`src/ifr_regs.vh`:
```
// Purpose: constants for the interrupt pending flag register block
// Assumes: 16-bit register port, one word per address
// Notes:   layout follows the base variant with host port and buffered serial bits
`ifndef IFR_REGS_VH
`define IFR_REGS_VH

// =====================================
// register offsets
`define IFR_ADDR_W            4
`define IFR_OFF_PENDING       4'h0
`define IFR_OFF_MASK          4'h1
`define IFR_OFF_CTRL          4'h2
`define IFR_OFF_TAKEN         4'h3

// =====================================
// field positions and widths
`define IFR_W                 16
`define IFR_NUM_W             4
`define IFR_BIT_EXT0          0
`define IFR_BIT_EXT1          1
`define IFR_BIT_EXT2          2
`define IFR_BIT_TIMER         3
`define IFR_BIT_BSER_RX       4
`define IFR_BIT_BSER_TX       5
`define IFR_BIT_SER_RX        6
`define IFR_BIT_SER_TX        7
`define IFR_BIT_EXT3          8
`define IFR_BIT_HOST          9
`define IFR_CTRL_GDIS         0

// =====================================
// reset values and implemented bits
`define IFR_RST_PENDING       16'h0000
`define IFR_RST_MASK          16'h0000
`define IFR_RST_GDIS          1'b1
`define IFR_IMPL_MASK         16'h03FF

`endif

```
`src/ifr_prio.v`:
```
// Purpose: fixed priority pick among eligible pending flags
// Assumes: bit 0 is priority 1, highest
// Notes:   purely combinational
`include "ifr_regs.vh"

module ifr_prio (
    // eligible flags
    input  wire [`IFR_W-1:0]     i_elig,
    // chosen source
    output reg                   o_any,
    output reg  [`IFR_NUM_W-1:0] o_num
);
    integer k;

    // =====================================
    // lowest index wins
    always @* begin
        o_any = 1'b0;
        o_num = 4'h0;
        for (k = `IFR_W - 1; k >= 0; k = k - 1) begin
            if (i_elig[k]) begin
                o_any = 1'b1;
                o_num = k[`IFR_NUM_W-1:0];
            end
        end
    end
endmodule // ifr_prio

```
`src/ifr_dec.v`:
```
// Purpose: one-hot decode of an interrupt number with enable
// Assumes: number below 16
// Notes:   used for trap and software interrupt clears
`include "ifr_regs.vh"

module ifr_dec (
    // request
    input  wire                  i_en,
    input  wire [`IFR_NUM_W-1:0] i_num,
    // one-hot result
    output wire [`IFR_W-1:0]     o_onehot
);
    // =====================================
    // decode
    assign o_onehot = i_en ? (16'h0001 << i_num) : 16'h0000;
endmodule // ifr_dec

```
`src/ifr_flags.v`:
```
// Purpose: pending interrupt flag register with mask, disable and pick
// Assumes: sources give one-cycle pulses or levels synchronous to i_clk_sys
// Notes:   read data valid only in the cycle after the read strobe
//
// The placing of the registers and the plain strobed port were chosen for this implementation.
`include "ifr_regs.vh"

module ifr_flags (
    // clock, reset, enable
    input  wire                   i_clk_sys,
    input  wire                   i_srst,
    input  wire                   i_ce,
    input  wire                   i_core_reset_low,
    // interrupt sources
    input  wire                   i_ext_request_line_0,
    input  wire                   i_ext_request_line_1,
    input  wire                   i_ext_request_line_2,
    input  wire                   i_ext_request_line_3,
    input  wire                   i_timer_event_flag,
    input  wire                   i_buffered_serial0_receive_event,
    input  wire                   i_buffered_serial0_transmit_event,
    input  wire                   i_serial0_receive_event,
    input  wire                   i_serial0_transmit_event,
    input  wire                   i_host_port_event,
    // cpu acknowledge side
    input  wire                   i_trap_take,
    input  wire                   i_soft_irq_instruction,
    input  wire [`IFR_NUM_W-1:0]  i_soft_irq_num,
    // register port
    input  wire [`IFR_ADDR_W-1:0] i_addr,
    input  wire [`IFR_W-1:0]      i_wdata,
    input  wire                   i_wr,
    input  wire                   i_rd,
    output reg  [`IFR_W-1:0]      o_rdata,
    // interrupt request to cpu
    output wire                   o_irq,
    output wire [`IFR_NUM_W-1:0]  o_irq_num,
    output wire [`IFR_W-1:0]      o_pending
);
    // =====================================
    // state
    reg  [`IFR_W-1:0]     pending_ff;
    reg  [`IFR_W-1:0]     nxt_pending;
    reg  [`IFR_W-1:0]     mask_ff;
    reg                   gdis_ff;
    reg  [`IFR_NUM_W-1:0] taken_ff;
    reg                   taken_vld_ff;

    wire [`IFR_W-1:0]     req_vec;
    wire [`IFR_W-1:0]     trap_clr;
    wire [`IFR_W-1:0]     soft_clr;
    wire [`IFR_W-1:0]     sw_clr;
    wire [`IFR_W-1:0]     elig;
    wire                  any_elig;
    wire [`IFR_NUM_W-1:0] pick_num;

    function [`IFR_W-1:0] impl;
        input [`IFR_W-1:0] v;
        begin
            impl = v & `IFR_IMPL_MASK;
        end
    endfunction

    // =====================================
    // source mapping
    assign req_vec = {6'h00,
                      i_host_port_event,
                      i_ext_request_line_3,
                      i_serial0_transmit_event,
                      i_serial0_receive_event,
                      i_buffered_serial0_transmit_event,
                      i_buffered_serial0_receive_event,
                      i_timer_event_flag,
                      i_ext_request_line_2,
                      i_ext_request_line_1,
                      i_ext_request_line_0};

    // =====================================
    // clear sources
    ifr_dec u_trap_dec (
        .i_en     (i_trap_take & any_elig),
        .i_num    (pick_num),
        .o_onehot (trap_clr)
    );

    ifr_dec u_soft_dec (
        .i_en     (i_soft_irq_instruction),
        .i_num    (i_soft_irq_num),
        .o_onehot (soft_clr)
    );

    // writing back the read value clears what was read as pending, except bits whose request is set in the same cycle
    assign sw_clr = (i_wr && i_addr == `IFR_OFF_PENDING) ? i_wdata : 16'h0000;

    // =====================================
    // eligibility and priority
    assign elig = gdis_ff ? 16'h0000 : (pending_ff & mask_ff);

    ifr_prio u_prio (
        .i_elig (elig),
        .o_any  (any_elig),
        .o_num  (pick_num)
    );

    assign o_irq     = any_elig;
    assign o_irq_num = pick_num;
    assign o_pending = pending_ff;

    // =====================================
    // next pending value
    always @* begin
        nxt_pending = pending_ff & ~(trap_clr | soft_clr | sw_clr);
        nxt_pending = impl(nxt_pending | req_vec);
    end

    // =====================================
    // registers
    always @(posedge i_clk_sys) begin
        if (i_srst) begin
            pending_ff   <= `IFR_RST_PENDING;
            mask_ff      <= `IFR_RST_MASK;
            gdis_ff      <= `IFR_RST_GDIS;
            taken_ff     <= 4'h0;
            taken_vld_ff <= 1'b0;
            o_rdata      <= 16'h0000;
        end else if (i_ce) begin
            if (!i_core_reset_low) begin
                pending_ff <= `IFR_RST_PENDING;
                gdis_ff    <= `IFR_RST_GDIS;
            end else begin
                pending_ff <= nxt_pending;
                if (i_wr && i_addr == `IFR_OFF_CTRL)
                    gdis_ff <= i_wdata[`IFR_CTRL_GDIS];
            end
            if (i_wr && i_addr == `IFR_OFF_MASK)
                mask_ff <= impl(i_wdata);
            if (i_trap_take && any_elig) begin
                taken_ff     <= pick_num;
                taken_vld_ff <= 1'b1;
            end
            o_rdata <= 16'h0000;
            if (i_rd) begin
                case (i_addr)
                    `IFR_OFF_PENDING: o_rdata <= pending_ff;
                    `IFR_OFF_MASK:    o_rdata <= mask_ff;
                    `IFR_OFF_CTRL:    o_rdata <= {15'h0000, gdis_ff};
                    `IFR_OFF_TAKEN:   o_rdata <= {11'h000, taken_vld_ff, taken_ff};
                    default:          o_rdata <= 16'h0000;
                endcase
            end
        end
    end
endmodule // ifr_flags

```
`config.mk`:
```
export PLATFORM = sky130hd
export DESIGN_NAME = ifr_flags
export DESIGN_NICKNAME = d
export VERILOG_FILES = /design/src/ifr_prio.v /design/src/ifr_dec.v /design/src/ifr_flags.v
export VERILOG_INCLUDE_DIRS = /design/src
export SDC_FILE = /design/constraint.sdc
export NUM_CORES = 1
export LEC_CHECK = 0
export BUFFER_PORTS_ARGS = -buffer_cell sky130_fd_sc_hd__buf_2
export CAP_MARGIN = 20
export CORE_AREA = 5 5 67 94
export DETAILED_ROUTE_END_ITERATION = 7
export DIE_AREA = 0 0 72 99
export MAX_ROUTING_LAYER = met4
export PLACE_DENSITY = 0.68
export SYNTH_ARGS = -nofsm -noshare
export SYNTH_HDL_FRONTEND = slang
export SYNTH_SLANG_ARGS = --single-unit
```
`constraint.sdc`:
```
create_clock -name i_clk_sys -period 4.8 [get_ports i_clk_sys]
set_clock_uncertainty 0.15 [all_clocks]
set_input_delay 0.24 -clock i_clk_sys [delete_from_list [all_inputs] [get_ports i_clk_sys]]
set_output_delay 0.24 -clock i_clk_sys [all_outputs]
set_load 0.01 [all_outputs]
```
======== Yosys cells after proc, flatten, opt, wreduce, memory -nomap -nowiden ========
Index checks and enable logic that the tools add are counted.
W data, S select, Z words.
word-level totals
  output and inout bits ................... 37
  RAM bits ................................ 0
  ROM bits ................................ 0
  input port bits ......................... 42
  logic and storage cells ................. 68
  bits in registers ....................... 42
  memories kept ........................... 0
  bits in latches ......................... 0
cells by class
  equal/unequal tests ..................... 4
  add/subtract/negate cells ............... 0
  bitwise operators ....................... 7
  reduce and logical (&&, ||, !) cells .... 8
  multiplexer cells ....................... 41
  shifts and indexed selects .............. 2
  multiply operators ...................... 0
  divide/modulo/power cells ............... 0
  magnitude comparators ................... 0
operator list
  cell                    number
  $mux W4                 16
  $mux W10                4
  $pmux W10 S4            1
  $mux W16                2
  $or A10 B10 Y10         3
  $and A10 B10 Y10        2
  $shl A1 B4 Y10 const A  2
  $mux W1                 18
  $not A10 Y10            1
  $eq A4 B2 Y1 const B    2
  $reduce_and A2 Y1       3
  $eq A4 B1 Y1 const B    1
  $logic_and A1 B1 Y1     4
  $logic_not A4 Y1        1
  $ne A2 B1 Y1 const B    1
  $and A1 B1 Y1           1

======== Logic depth before layout (Yosys ltp) ========
  depth in word-level cells ............... 26
  mapped depth ............................ 7
  mapped depth without buffers ............ 5

======== Modules after synthesis ========
Synthesis repeated with hierarchy kept, for this count alone.
second synthesis, totals
  cell total of the unflattened synthesis .. 298
  area total of the unflattened synthesis .. 2308.5 µm²
modules (own cells, without submodules)
  module     cells an instance  area each (µm²)  instances
  ifr_flags  219                1889.3           1
  ifr_dec    23                 120.1            2
  ifr_prio   33                 178.9            1

======== Worst setup path after synthesis ========
Ideal clock, no wire load.
  path type ............................... register -> register
  start point ............................. register pending_ff[4] (netlist: o_pending[4])
  end point ............................... register pending_ff[6] (netlist: o_pending[6])
  cell stages (with the launch flop) ...... 5
  slack ................................... 2.960 ns
  clock period less this slack ............ 1.840 ns
  arrival ................................. 1.549 ns
  buffers on the path ..................... 0
  cells stage by stage .................... dfxtp_1 -> a22oi_1 -> or3b_2 -> o41ai_1 -> a221oi_1
on the way
  longest elaborated chain between the ends .. 15
  elaborated cells between the ends (all ways) .. 21
ends and longest elaborated chain
  element                                           line                          source
  from (decl)                                       ifr_flags.v:42                reg [`IFR_W-1:0] pending_ff;
  from (signal assigned)                            ifr_flags.v:120               pending_ff <= `IFR_RST_PENDING;
  from (signal assigned)                            ifr_flags.v:128               pending_ff <= `IFR_RST_PENDING;
  from (signal assigned)                            ifr_flags.v:131               pending_ff <= nxt_pending;
  $and A10 B10 Y10 *                                ifr_flags.v:97                assign elig = gdis_ff ? 16'h0000 : (pending_ff & mask_ff);
  $mux W16 *                                        ifr_flags.v:97
  $mux W4 or $mux W1 (tied branches) (5 in series)  ifr_prio.v:21                 if (i_elig[k]) begin
  $shl A1 B4 Y10 or $and A1 B1 Y1 (tied branches)   ifr_dec.v:15, ifr_flags.v:81
  $mux W10 *                                        ifr_dec.v:15                  assign o_onehot = i_en ? (16'h0001 << i_num) : 16'h0000;
  $or A10 B10 Y10 * (2 in series)                   ifr_flags.v:112               nxt_pending = pending_ff & ~(trap_clr | soft_clr | sw_clr);
  $not A10 Y10 *                                    ifr_flags.v:112
  $and A10 B10 Y10 *                                ifr_flags.v:112
  $or A10 B10 Y10 *                                 ifr_flags.v:113               nxt_pending = impl(nxt_pending | req_vec);
  $mux W10 *                                        ifr_flags.v:127               if (!i_core_reset_low) begin
Every way passes the cells marked *; elsewhere a longest branch is shown, timed or not.
A chain may end at the register's enable or synchronous reset.

======== Final worst setup path ========
  start point ............................. register pending_ff[4] (netlist: o_pending[4])
  end point ............................... output o_irq_num[1]
on the way
  longest elaborated chain between the ends .. 7
ends and longest elaborated chain
  element                line            source
  $and A10 B10 Y10       ifr_flags.v:97
  $mux W16               ifr_flags.v:97
  $mux W4 (5 in series)  ifr_prio.v:21
  to (decl)              ifr_flags.v:37  output wire [`IFR_NUM_W-1:0] o_irq_num,
Every way passes these cells.

==> summary.md <==
| Metric | Value |
|---|---|
| Status | `finished clean` |
| Initial core utilization | `0.3874` |
| Worst Hold Path EP | `mask_ff[2]` |
| Worst Hold Launch | `i_wdata[2]` |
| Filler instances | `560` |
| Post-CTS setup buffers | `0` |
| Grt ovf | `0` |
| Largest family of logic cells by synthesized area | `compound AO/OA/AOI/OAI gates` |
| Setup TNS | `0 ps` |
| Post-synthesis mux area share | `0.1120` |
| Via count | `2099` |
| Reg-to-reg endpoint | `taken_ff[1]` |
| Hold WS | `56.09 ps` |
| Remaining antenna violation count | `0` |
| Drt wl/cell | `16.38 um` |
| Die Y | `99 um` |
| CP Launch Type | `flop` |
| Adder-Cell Fraction of Synth Area | `0` |
| Max Freq | `421.7 MHz` |
| Tightest Pin Transition | `784.6 ps` |
| Ys Warns | `0` |
| Worst setup EP type | `primary output` |
| Ports | `79` |
| Final hold violation count | `0` |
| Top FF cell, synth | `dfxtp_1` |
| Seq cells post-synth | `36` |
| Row count | `32` |
| Post-synth EDFFs | `0` |
| Min-Delay Path Depth | `3` |
| XOR/XNOR Fraction of Synth Area | `0` |
| Final GP Congestion | `0.8903` |
| Unrepaired setup endpoints after global routing | `false` |
| CTS Buffer Depth | `2` |
| R2r worst-path depth | `5` |
| Asr flop ratio synth | `0` |
| Count of final setup violators | `0` |
| CTS tree | `built` |
| Antenna Cells | `0` |
| Clock transition at path regs | `70 ps` |
| Initial antenna violation count | `0` |
| Synth area leader | `dfxtp_1` |
| Max-slew violations | `0` |
| Full die area | `7128 um^2` |
| # Max-Cap Violations | `0` |
| Non-Filler Instances | `372` |
| DR vias/cell | `5.642` |
| Worst vdd ir | `0.1179 mV` |
| Pre-Repair DR Iteration Count | `4` |
| Post-cts resize count | `0` |
| Root buffer cell | `clkbuf_8` |
| Hold Path Class | `in2reg` |
| Critical path class | `reg2out` |
| CTS H-tree lvls | `2` |
| Largest net degree at the start of global routing | `38` |
| Data arrival, critical path | `1980 ps` |
| Synth Cell Area | `2078 um^2` |
| First-pass GRT wire length | `9701 um` |
| Synth unique cells | `49` |
| Total Nets Final | `345` |
| Sink Count | `36` |
| Top post-synthesis cells by area | `dfxtp_1, mux2i_1, a22oi_1, nor2_1, a21oi_1` |
| Core ar. | `5365 um^2` |
| Pre-CTS setup slack | `2721 ps` |
| Worst slew margin | `0.4763` |
| R2r setup slk | `2700 ps` |
| Post-Place Cells | `364` |
| Fin crit period | `2371 ps` |
| Die width | `72 um` |
| Post-Synthesis Cells | `250` |
| Hold_buf cts | `0` |
| Vias in the first global route | `2011` |
| Total CTS buffers | `5` |
| Design Power | `0.6037 mW` |
| Syn-to-layout area delta | `18.60%` |
| Final worst-path cycle share | `0.4940` |
| Area fraction in compound gates after synthesis | `0.2667` |
| Initial DRC count | `143` |
| Leak | `1.040 nW` |
| Simple-gate area share of the yosys netlist | `0.1927` |
| Top cell type's share of synthesized area | `0.3468` |
| Pwr dens | `244.9 nW/um^2` |
| Share of cells above drive strength 1 | `0.2401` |
| I/O Buffers | `60` |
| Setup ws final | `2429 ps` |
| Worst-Skew Late Latency | `290 ps` |
| Reg2reg start | `o_pending[4]` |
| Mean Syn Cell Area | `8.313 um^2` |
| DRC Markers | `0` |
| Crit Path Max Fanout | `6` |
| Sequential fraction of the synthesis area | `0.3468` |
| Total GRT Usage | `0.1767` |
| Drt total wl | `6093 um` |
| CP Data Required Time | `4410 ps` |
| Hpwl dp | `4652 um` |
==> worst max-delay path, stage by stage, from the launching register on <==
cell and delay, ps:
dfxtp_1 370, a22oi_1 360, or3b_2 530, a21oi_1 260
buf_2 180
==> layout by cell type, fill, tap and decap left out, drive strengths merged, types with 4 or more instances in the layout <==
| master | instances |
|---|---|
| a22oi | 15 |
| a2bb2oi | 5 |
| nand3 | 8 |
| buf | 62 |
| o21ai | 8 |
| inv | 4 |
| dfxtp | 36 |
| nand2b | 6 |
| nand2 | 18 |
| clkbuf | 8 |
| conb | 12 |
| a21oi | 18 |
| o211ai | 4 |
| nor2 | 29 |
| mux2i | 21 |
==> where the power goes <==
part	switching (mW)	internal, mW
clock	0.105	0.117
sequential	0.00719	0.303
combinational	0.0438	0.0271
total	0.156	0.447
==> cell families (layout without fill, tap and decap cells) <==
kind of cell,count (synthesis),in the layout
buffers and inverters,31,74
muxes,22,22
AOI/OAI and AO/OA,78,78
and+or+nand+nor,82,82
other,1,12
DFF,36,36
==> synthesized netlist by cell type (4+ instances only) <==
master,n
a21oi_1,18
a22oi_1,15
a2bb2oi_1,5
buf_2,4
buf_4,12
clkbuf_1,11
dfxtp_1,36
inv_1,4
mux2i_1,21
nand2_1,18
nand2b_1,6
nand3_1,8
nor2_1,29
o211ai_1,4
o21ai_0,8
==> area by class of cell <==
class                      count  area, um^2  area share
inverter                       4       15.01    0.006091
sequential                    36       720.7      0.2924
tap                           68       85.08     0.03452
timing repair buffer          62       315.3      0.1279
multi-input combinational    194        1239      0.5025
clock buffer                   8       90.09     0.03655
==> worst max-delay path by stage <==
stage,from,end,cells after the start,slack (ps)
2_1_floorplan,o_pending[4],o_pending[6],4,2960
3_3_place_gp,o_pending[4],o_pending[6],4,2690
3_5_place_dp,o_pending[4],o_pending[6],4,2720
4_1_cts,o_pending[4],o_irq_num[1],4,2430
5_1_grt,o_pending[4],o_irq_num[1],4,2340
6_report,o_pending[4],o_irq_num[1],4,2430
==> per-stage QoR <==
| stage | utilization | area [um^2] |
|---|---|---|
| floorplan | - | 2120 |
| global placement | 0.4426 | 2375 |
| detailed placement | 0.4426 | 2375 |
| CTS | 0.4594 | 2465 |
| global route | 0.4594 | 2465 |
| finish | 0.4594 | 2465 |
==> routing by layer <==
layer	vias up	share of wire	GRT usage
li1	1017	-	-
met1	988	0.41	0.2034
met2	72	0.50	0.2840
met3	22	0.055	0.03673
met4	0	0.039	0.09407
met5	-	0	-
==> flip-flops by register name, summed over array words and instances, names as in the netlist <==
signal	flops
o_pending	10
o_rdata	10
mask_ff	10
gdis_ff	1
taken_ff	4
taken_vld_ff	1
No activity file was read; power rests on OpenSTA's default activity.
